**config.mk**
```make
export PLATFORM = sky130hd
export DESIGN_NAME = spc_precharge_ctrl
export DESIGN_NICKNAME = d
export VERILOG_FILES = /design/src/spc_pkg.sv /design/src/spc_precharge_ctrl.sv
export SDC_FILE = /design/constraint.sdc
export NUM_CORES = 1
export LEC_CHECK = 0
export BUFFER_PORTS_ARGS = -buffer_cell sky130_fd_sc_hd__buf_2
export CORE_MARGIN = 10
export CORE_UTILIZATION = 35
export DETAILED_ROUTE_END_ITERATION = 12
export PLACE_DENSITY = 0.52
export RECOVER_POWER = 50
export SYNTH_ARGS = -nofsm -noshare
export SYNTH_HDL_FRONTEND = slang
export SYNTH_SLANG_ARGS = --single-unit
```
**constraint.sdc**
```tcl
create_clock -name ref_clk_in -period 6.1 [get_ports ref_clk_in]
set_clock_uncertainty 0.05 [all_clocks]
set_input_delay 0.915 -clock ref_clk_in [delete_from_list [all_inputs] [get_ports ref_clk_in]]
set_output_delay 0.915 -clock ref_clk_in [all_outputs]
set_load 0.01 [all_outputs]
```
**src/spc_pkg.sv**
```systemverilog
package spc_pkg;
	// ----------------------------------------
	// Clock and analog timing
	// ----------------------------------------
	localparam int TCK_NS = 10;
	localparam int T_RP_NS = 15;
	localparam int T_RAS_NS = 45;
	localparam int T_RC_NS = 60;
	localparam int T_RTP_NS = 8;
	localparam int T_WR_NS = 15;
	// Least times round up to whole cycles
	localparam int RP_CYC = (T_RP_NS + TCK_NS - 1) / TCK_NS;
	localparam int RAS_CYC = (T_RAS_NS + TCK_NS - 1) / TCK_NS;
	localparam int RC_CYC = (T_RC_NS + TCK_NS - 1) / TCK_NS;
	localparam int RTP_CYC = (T_RTP_NS + TCK_NS - 1) / TCK_NS;
	localparam int WR_CYC = (T_WR_NS + TCK_NS - 1) / TCK_NS;
	// Internal auto-precharge never earlier than this after last prefetch
	localparam int AP_MIN_GAP = 2;

	// ----------------------------------------
	// Widths and field positions
	// ----------------------------------------
	localparam int CNT_W = 8;
	localparam int NUM_BANKS = 4;
	localparam int BANK_W = 2;
	localparam int ADDR_W = 14;
	localparam int AP_BIT_POS = 10;

	// ----------------------------------------
	// Commands and carriers
	// ----------------------------------------
	typedef enum logic [2:0] {
		SPC_NOP = 3'b000,
		SPC_ACT = 3'b001,
		SPC_RD = 3'b010,
		SPC_WR = 3'b011,
		SPC_PRE = 3'b100,
		SPC_PREA = 3'b101
	} spc_cmd_t;

	typedef struct packed {
		spc_cmd_t cmd;
		logic [BANK_W-1:0] bank;
		logic [ADDR_W-1:0] addr;
		logic auto_pre;
	} spc_req_t;

	typedef struct packed {
		logic cs_n;
		logic ras_n;
		logic cas_n;
		logic we_n;
		logic bank_sel_hi;
		logic bank_sel_lo;
		logic [ADDR_W-1:0] addr;
	} spc_pins_t;

	typedef struct packed {
		logic open;
		logic ap_pend;
		logic [CNT_W-1:0] ras_cnt;
		logic [CNT_W-1:0] rc_cnt;
		logic [CNT_W-1:0] pre_cnt;
		logic [CNT_W-1:0] act_cnt;
		logic [CNT_W-1:0] ap_cnt;
	} spc_bank_t;

	localparam spc_pins_t PINS_DESELECT = '{cs_n: 1'b1, ras_n: 1'b1, cas_n: 1'b1, we_n: 1'b1,
		bank_sel_hi: 1'b0, bank_sel_lo: 1'b0, addr: '0};
	localparam spc_bank_t BANK_RESET = '{open: 1'b0, ap_pend: 1'b0, ras_cnt: '0, rc_cnt: '0,
		pre_cnt: '0, act_cnt: '0, ap_cnt: '0};
endpackage

```
**src/spc_precharge_ctrl.sv**
```systemverilog
`timescale 1ns/1ns
// Notes on behaviour
// Precharge drives chip select, row strobe, write enable low, column strobe high.
// Auto-precharge bit high closes all banks; low closes the bank selected.
// Read to precharge spacing is AL + BL/2 + max(READ_TO_PRECHARGE_CYCLES,2) - 2 clocks.
// Earliest precharge after read is AL + BL/2 clocks.
// Activate waits precharge period after precharge of that bank.
// No precharge before row active minimum time since activation.
// Read to precharge time counts from last 4-bit prefetch edge.
// Write to precharge spacing is WL + BL/2 + write recovery cycles.
// Precharge never interrupts write burst or recovery; recovery is analog time.
// Auto-precharge bit low keeps bank open; high closes it after burst.
// Read auto-precharge starts AL + BL/2 later, delayed by lockout and READ_TO_PRECHARGE_CYCLES.
// Delayed internal precharge starts the precharge period at that point.
// Internal auto-precharge not earlier than two clocks after final prefetch.
// Reactivate after read auto-precharge needs precharge period and row cycle time.
// Write auto-precharge starts after burst plus recovery; reactivate then after period.
// Row lockout delays auto-precharge until row active minimum time met.
// Precharge commands are at least one clock apart.
// READ_TO_PRECHARGE_CYCLES cycles are read-to-precharge time over clock period, rounded up.
// Precharge period counts from latest precharge of either kind to bank.
// A different row needs the open bank closed first.
// Read latency is AL + CL; write latency one clock less.
// Open state and timers are kept per bank.
module spc_precharge_ctrl #(
	parameter int ADD_LAT = 0,
	parameter int CAS_LAT = 5,
	parameter int BURST_LEN = 4
) (
	// Clock and reset
	input wire logic ref_clk_in,
	input wire logic rst_in,
	// User command port
	input wire logic req_valid_in,
	input wire spc_pkg::spc_req_t req_in,
	output logic req_ready_out,
	// Memory command pins
	output spc_pkg::spc_pins_t pins_out,
	// Status
	output logic [spc_pkg::NUM_BANKS-1:0] bank_open_out
);
	import spc_pkg::*;

	// ----------------------------------------
	// Derived command spacing in cycles
	// ----------------------------------------
	localparam int WRITE_LAT = ADD_LAT + CAS_LAT - 1;
	localparam int RTP_EFF = (RTP_CYC > AP_MIN_GAP) ? RTP_CYC : AP_MIN_GAP;
	localparam int RD2PRE_I = ADD_LAT + BURST_LEN / 2 + RTP_EFF - 2;
	localparam int WR2PRE_I = WRITE_LAT + BURST_LEN / 2 + WR_CYC;
	localparam logic [CNT_W-1:0] RD2PRE = CNT_W'(RD2PRE_I);
	localparam logic [CNT_W-1:0] WR2PRE = CNT_W'(WR2PRE_I);
	localparam logic [CNT_W-1:0] RP_N = CNT_W'(RP_CYC);
	localparam logic [CNT_W-1:0] RP_AP = CNT_W'(RP_CYC - 1);
	localparam logic [CNT_W-1:0] RAS_N = CNT_W'(RAS_CYC);
	localparam logic [CNT_W-1:0] RC_N = CNT_W'(RC_CYC);
	// Counters release a command one edge after they reach zero, so explicit spacings
	// run a clock long: that costs bandwidth but never lets a command in early

	// Registered shadow of each bank, plus the next values from the bank logic
	spc_bank_t bank [NUM_BANKS];
	spc_bank_t next_bank [NUM_BANKS];
	spc_pins_t next_pins;
	logic issue;
	logic [NUM_BANKS-1:0] pre_ok;
	logic all_pre_ok;

	// ----------------------------------------
	// Admission check
	// ----------------------------------------
	// Precharge is safe only after lockout and read/write spacing
	always_comb begin
		for (int b = 0; b < NUM_BANKS; b++) begin
			pre_ok[b] = (bank[b].ras_cnt == '0) && (bank[b].pre_cnt == '0) && !bank[b].ap_pend;
		end
		all_pre_ok = &pre_ok;
	end

	// Ready is combinational so a legal request issues this cycle
	always_comb begin
		spc_bank_t t;
		t = bank[req_in.bank];
		case (req_in.cmd)
			SPC_NOP: req_ready_out = 1'b1;
			// Activate needs a closed bank, precharge period and row cycle done
			SPC_ACT: req_ready_out = !t.open && !t.ap_pend && t.act_cnt == '0 && t.rc_cnt == '0;
			SPC_RD: req_ready_out = t.open && !t.ap_pend;
			SPC_WR: req_ready_out = t.open && !t.ap_pend;
			SPC_PRE: req_ready_out = pre_ok[req_in.bank];
			SPC_PREA: req_ready_out = all_pre_ok;
			default: req_ready_out = 1'b0;
		endcase
	end

	// A refused request is simply held by the user; nothing is queued here
	assign issue = req_valid_in && req_ready_out;

	// ----------------------------------------
	// Pin encoding
	// ----------------------------------------
	// One command per clock, so two precharges are always a clock apart
	always_comb begin
		next_pins = PINS_DESELECT;
		if (issue && req_in.cmd != SPC_NOP) begin
			next_pins.cs_n = 1'b0;
			next_pins.bank_sel_hi = req_in.bank[1];
			next_pins.bank_sel_lo = req_in.bank[0];
			next_pins.addr = req_in.addr;
			case (req_in.cmd)
				SPC_ACT: begin
					next_pins.ras_n = 1'b0;
				end
				SPC_RD: begin
					next_pins.cas_n = 1'b0;
					next_pins.addr[AP_BIT_POS] = req_in.auto_pre;
				end
				SPC_WR: begin
					next_pins.cas_n = 1'b0;
					next_pins.we_n = 1'b0;
					next_pins.addr[AP_BIT_POS] = req_in.auto_pre;
				end
				SPC_PRE: begin
					next_pins.ras_n = 1'b0;
					next_pins.we_n = 1'b0;
					next_pins.addr[AP_BIT_POS] = 1'b0;
				end
				SPC_PREA: begin
					next_pins.ras_n = 1'b0;
					next_pins.we_n = 1'b0;
					next_pins.addr[AP_BIT_POS] = 1'b1;
				end
				default: begin
					next_pins.cs_n = 1'b1;
				end
			endcase
		end
	end

	// Registered pins give the device clean command levels for a whole cycle
	always_ff @(posedge ref_clk_in) begin
		if (rst_in) begin
			pins_out <= PINS_DESELECT;
		end else begin
			pins_out <= next_pins;
		end
	end

	// ----------------------------------------
	// Per-bank model of the device state
	// ----------------------------------------
	genvar g;
	generate
		for (g = 0; g < NUM_BANKS; g++) begin : gen_bank
			// Shadow of the device timers so issue never violates them
			always_comb begin
				spc_bank_t n;
				logic hit;
				n = bank[g];
				hit = issue && (req_in.bank == BANK_W'(g));
				// Down-counters saturate at zero
				if (n.ras_cnt != '0) n.ras_cnt = n.ras_cnt - 1'b1;
				if (n.rc_cnt != '0) n.rc_cnt = n.rc_cnt - 1'b1;
				if (n.pre_cnt != '0) n.pre_cnt = n.pre_cnt - 1'b1;
				if (n.act_cnt != '0) n.act_cnt = n.act_cnt - 1'b1;
				if (n.ap_cnt != '0) n.ap_cnt = n.ap_cnt - 1'b1;
				// Internal precharge starts when lockout and spacing both expire; the shadow
				// leads the device by one edge, as for explicit commands, so it closes one edge early
				if (bank[g].ap_pend && bank[g].ap_cnt <= CNT_W'(1)) begin
					n.open = 1'b0;
					n.ap_pend = 1'b0;
					n.act_cnt = RP_AP;
				end
				if (hit) begin
					case (req_in.cmd)
						SPC_ACT: begin
							n.open = 1'b1;
							n.ras_cnt = RAS_N;
							n.rc_cnt = RC_N;
						end
						SPC_RD: begin
							if (n.pre_cnt < RD2PRE) n.pre_cnt = RD2PRE;
							// Auto-precharge waits for the later of lockout end and read spacing
							if (req_in.auto_pre) begin
								n.ap_pend = 1'b1;
								n.ap_cnt = (n.ras_cnt > RD2PRE) ? n.ras_cnt : RD2PRE;
							end
						end
						SPC_WR: begin
							if (n.pre_cnt < WR2PRE) n.pre_cnt = WR2PRE;
							// Write auto-precharge waits for the later of burst end plus recovery and lockout end
							if (req_in.auto_pre) begin
								n.ap_pend = 1'b1;
								n.ap_cnt = (n.ras_cnt > WR2PRE) ? n.ras_cnt : WR2PRE;
							end
						end
						SPC_PRE: begin
							n.open = 1'b0;
							n.act_cnt = RP_N;
						end
						default: begin
						end
					endcase
				end
				if (issue && req_in.cmd == SPC_PREA) begin
					n.open = 1'b0;
					n.act_cnt = RP_N;
				end
				next_bank[g] = n;
			end

			// Only registers the next state worked out above
			always_ff @(posedge ref_clk_in) begin
				if (rst_in) begin
					bank[g] <= BANK_RESET;
				end else begin
					bank[g] <= next_bank[g];
				end
			end

			// Status follows the shadow, one edge ahead of the device itself
			assign bank_open_out[g] = bank[g].open;
		end
	endgenerate
endmodule // spc_precharge_ctrl

```
# After elaboration in Yosys (flattened, before gate mapping)
# Memories as Yosys holds them, arrays and structs flattened.
# Index checks and enable logic that the tools add are counted.
dict set report word_totals {
  memories 1
  in_bits 23
  out_inout_bits 25
  ff_bits 20
  ramBits 168
  word_cells 237
}
dict set report op_classes {
  n_lt_le_gt_ge 21
  addsub 20
  n_eq_ne 8
  bitwise_logic 5
  muxes 107
  reduce_logical 68
}
# name words word_bits read_ports rd_clocked_by_memory_dff write_ports line
set memory_table {}
lappend memory_table {bank 4 42 5 0 4 spc_precharge_ctrl.sv:61} ;# spc_bank_t bank [NUM_BANKS];
# cell n
set op_table {}
lappend op_table {{two-way mux 8 bit} 56}
lappend op_table {{two-way mux 42 bit} 8}
lappend op_table {{nonzero test 8 bit} 20}
lappend op_table {{subtractor 8 x 1 -> 8 bit (second input constant)} 20}
lappend op_table {{one-hot mux 8 bit (2 select lines)} 8}
lappend op_table {{zero test 8 bit} 10}
lappend op_table {{two-way mux 16 bit} 4}
lappend op_table {{> comparator 8 x 2 -> 1 bit (second input constant)} 4}
lappend op_table {{> comparator 8 x 4 -> 1 bit (second input constant)} 4}
lappend op_table {{<= comparator 8 x 1 -> 1 bit (second input constant)} 4}
lappend op_table {{< comparator 8 x 2 -> 1 bit (second input constant)} 4}
lappend op_table {{< comparator 8 x 4 -> 1 bit (second input constant)} 4}
lappend op_table {{logical AND 1 bit} 23}
lappend op_table {{two-way mux 1 bit} 20}
lappend op_table {{two-way mux 2 bit} 4}
lappend op_table {{one-hot mux 1 bit (2 select lines)} 4}
lappend op_table {{equality test 3 x 2 -> 1 bit (second input constant)} 2}
lappend op_table {{equality test 3 bit (second input constant)} 2}
lappend op_table {{zero test 1 bit} 6}
lappend op_table {{OR reduction 3 bit} 2}
lappend op_table {{one-hot mux 1 bit (5 select lines)} 1}
lappend op_table {{OR reduction 5 bit} 1}
lappend op_table {{equality test 2 bit (second input constant)} 2}
lappend op_table {{OR 1 bit} 4}
lappend op_table {{11 further kinds} 12}

# Depth between registers and ports, before layout
dict set report depth {
  depth_word 11
  mapped_depth 13
  ltp_nobuf 11
}

# Worst setup path before layout
# No wires, ideal clock.
dict set report synth_path {
  path_kind {in2out}
  start {in req_in[18] (netlist bit)}
  end {out req_ready_out}
  required_time_ns 5.135
  path_slack_ns 2.891
  arrival_ns 2.244
  path_buffers 2
  path_stages 8
  cell_sequence {clkbuf_1 nor2b_1 clkbuf_1 nand2_1 nor2_1 a211oi_1 o211a_2 nand2_1}
}
dict set report synth_via {
  elab_chain_len 3
  elab_cells_between_ends 8
  cone_classes {5 x eq/ne; 1 x mux; 2 x reduce/logical}
}
# element line
set synth_rtl {}
lappend synth_rtl {{start: declaration} spc_precharge_ctrl.sv:35} ;# input wire spc_pkg::spc_req_t req_in,
lappend synth_rtl {{equality test 3 x 2 -> 1 bit} spc_precharge_ctrl.sv:83} ;# case (req_in.cmd)
lappend synth_rtl {{OR reduction 2 bit (no source line)} -}
lappend synth_rtl {{one-hot mux 1 bit (5 select lines) (*)} spc_precharge_ctrl.sv:83}
lappend synth_rtl {{end: declaration} spc_precharge_ctrl.sv:36} ;# output logic req_ready_out,
# Mark *: on every way between the ends. The rest lies on a longest branch, timed or not.

==> impl_metrics.csv <==
group,metric,value,unit
timing,rsz0062_at_grt,"false",
worst_hold_path,holdPathEnd,"bank[0][27]$_SDFF_PP0_",
timing,slew_headroom,-8.965,%
placement,io_buffers,47,
setup_path,crit_start,"req_in[17]",
detailed_routing,routed_wl,26.68,mm
detailed_routing,wl_met1,13.24,mm
yosys,synth.most_common_cell,"dfxtp_1",
cts,cts.sinks,188,
yosys,synth_nets,1359,
grt,grt_max_degree,84,
finish,finalNetCount,1379,
detailed_routing,dr.pass1.iters,5,
cts,cts_buffers,17,
setup_path,setup.worst_path.end_class,"flip-flop",
timing,fin_ws,1.324,ns
detailed_routing,wl_per_cell,15.58,um
job,max-cap-violations,1,
yosys,synthArstFlopShare,0,%
worst_hold_path,hold_class,"flip-flop to flip-flop",
timing,post-route-period-util,78.30,%
setup_path,arrival,5.08,ns
yosys,netlist_top_cells_area,"dfxtp_1 (36%), nor2_1 (6.2%), xnor2_1 (5.6%), ha_1 (4.8%), a21oi_1 (4.2%)",
floorplanning,start_util,35.79,%
power_and_ir_drop,peakVddDrop,0.2141,mV
timing,setup_viol,0,
placement,gp_congestion,0.8665,
setup_path,critical_path_required,6.40,ns
floorplanning,core_area,28940,um2
setup_path,startpoint_type,"primary input",
power_and_ir_drop,p_leak,0.004398,uW
cts,cts_tree,"yes",
setup_path,path_class,"primary input to flip-flop",
cts,holdBufCountCts,0,
timing,fmax,209.4,MHz
yosys,yosys.area.top_type,"dfxtp_1",
yosys,synthTopCellsByCount,"dfxtp_1 (188), nor2_1 (171), nand2_1 (114)",
detailed_routing,drc,0,
yosys,postSynthCellCount,1296,
power_and_ir_drop,powerDensity,623.7,nW/um2
finish,finalInstanceArea,11420,um2
placement,place_area,10910,um2
grt,grt_overflow,0,
finish,fin_cells,1713,
timing,tightest_slew,1.617,ns
placement,hpwl,19.28,mm
cts,cts_buffer_depth,2,
yosys,ys.flop_type,"dfxtp_1",
yosys,syn_area_per_cell,7.990,um2
yosys,yosysSeqAreaShare,36.35,%
run_status,violations,"capacitance limit, slew limit",
yosys,yosysTopAreaCellShare,36.35,%
floorplanning,rows,62,
finish,area_delta_synth_final,10.33,%
power_and_ir_drop,switchingPower,3237,uW
yosys,synth-seq-cells,188,
power_and_ir_drop,p_int,3888,uW
setup_path,crit_fanout,25,
cts,root_buffer,"clkbuf_16",
timing,setup_tns,0,ns
worst_hold_path,min_from,"bank[0][27]$_SDFF_PP0_",
setup_path,rr_startpoint,"bank[3][32]$_SDFF_PP0_",
placement,place_inst,1681,
run_status,status,"finished, violations left",
floorplanning,dieArea,36870,um2
detailed_routing,wl_met3,1.134,mm
cts,clk_latency,0.45,ns
yosys,synth_enable_flop_cells,0,
yosys,synth_cell_types,71,
cts,post-cts-setup-buffer-count,0,
cts,clkTransAtPathRegs,0.08,ns
timing,finalMaxSlewViolations,13,
floorplanning,die_y,192.0,um
finish,diodes,0,
setup_path,r2r-end,"bank[0][8]$_SDFF_PP0_",
finish,seq_area,3764,um2
detailed_routing,vias,9046,
yosys,yosysWarnings,0,
cts,cts_resized,0,
finish,drive_gt1_share,6.245,%
detailed_routing,topRoutingLayerUsed,"met5",
power_and_ir_drop,combPwrFrac,54.4,%
grt,track_usage,14.47,%
detailed_routing,wl_met2,11.89,mm
timing,period_needed,4.776,ns
detailed_routing,first_iter_violations,501,
setup_path,reg2reg_depth,11,
power_and_ir_drop,power_frac_clock,15.2,%
timing,hold_viol_final,0,
setup_path,rrSetupSlack,1.49,ns
placement,dpl_worst_slack,1.478,ns
power_and_ir_drop,switching_share,45.43,%
floorplanning,die_x,192.0,um
grt,grt_first_pass_wirelength,44.02,mm
detailed_routing,drtAntennaViolNets,0,
finish,multiInputGateArea,6131,um2
power_and_ir_drop,power_frac_seq,30.3,%
worst_hold_path,worst_hold_path.num_cells,2,
grt,antenna_found_initial,1,
finish,fillCellCount,3021,
floorplanning,io_pins,48,
cts,htreeDepth,4,
grt,first_global_vias,8578,
detailed_routing,drt-vias-per-instance,5.281,
yosys,syn_area,10350,um2
kinds of logic after synthesis:
family	count (synthesis)	share of synthesized area, %
adders and majority gates	40	4.833
muxes	19	2.114
xor gates and xnor gates	101	8.543
and+or+nand+nor	567	27.39
DFF	188	36.35
buffers and inverters	113	4.362
AOI/OAI and AO/OA	268	16.41
cell type report:
type / instances / area share [%]
multi-input cells: 995 / 53.66
repair buffers: 56 / 2.289
inverters: 58 / 1.906
clock inverters: 14 / 1.150
flip-flops and latches: 188 / 32.94
clock buffers: 18 / 3.844
well taps: 384 / 4.205
worst max path at each step:
stage                                   endpoint  slack [ns]  cells after the start
after detailed placement  bank[3][34]$_SDFF_PP0_        1.48                      9
final                      bank[3][8]$_SDFF_PP0_        1.32                     10
after CTS                          req_ready_out        1.93                      8
after global routing       bank[1][8]$_SDFF_PP0_        0.93                     10
after global placement    bank[3][41]$_SDFF_PP0_        1.70                      9
after floorplan                    req_ready_out        2.89                      8
registers in the layout, indices dropped and copies added, names as in the netlist:
signal,count
pins_out,20
bank,168
metrics by stage:
stage | hold WS [ns] | total power [uW] | utilization [%]
floorplan | 0.4065 | 5244 | -
global placement | 0.4240 | 6055 | 37.70
detailed placement | 0.4233 | 6059 | 37.70
CTS | 0.4351 | 7185 | 39.67
global route | 0.4697 | 7869 | 39.48
finish | 0.4363 | 7125 | 39.48
critical path: stages:
cell and delay (ns):
buf_2 0.41, inv_1 0.38, nand2_1 0.43, nor2_1 0.07, a211oi_1 0.28, o211ai_1 0.24, o21ai_0 1.28, buf_4 0.44
o21ai_1 0.33, a211oi_1 0.28
cell usage in the layout, fill, tap and decap left out, types with 7 or more instances in the layout:
cell       Yosys  routed
or4_1         21      22
nor3_1        78      78
nand4_1       13      13
nand3b_1       8       8
o211ai_1      10      10
inv_1         58      58
clkbuf_16      0      17
nor2b_1       13      13
xnor2_1       66      66
dfxtp_1      188     188
a21oi_1       87      87
nor4_1        32      32
ha_1          40      40
o21ai_0       56      59
a211oi_1      19      20
nand3_1       17      17
xor2_1        35      35
nor2_1       171     171
buf_2          4      23
a31oi_1        7       7
nand2b_1      13      13
clkbuf_1      40      27
o31ai_1       17      17
nand2_1      114     114
or3_1         10      10
mux2i_1       14      14
and2_1        25      24
nor3b_1       13      13
and3_1        11      11
power by group through the flow:
stage,logic (uW),clock network [uW],registers (uW)
final,3880,1090,2160
after global routing,4470,1160,2240
after CTS,3910,1120,2160
after detailed placement,3880,0,2180
after global placement,3870,0,2180
after floorplan,3210,0,2030
layer usage:
layer	up-vias	track usage, %
met1	4206	19.23
li1	4648	-
met3	30	2.593
met4	2	4.025
met5	-	0
met2	160	23.53
(Power assumes the default switching activity.)
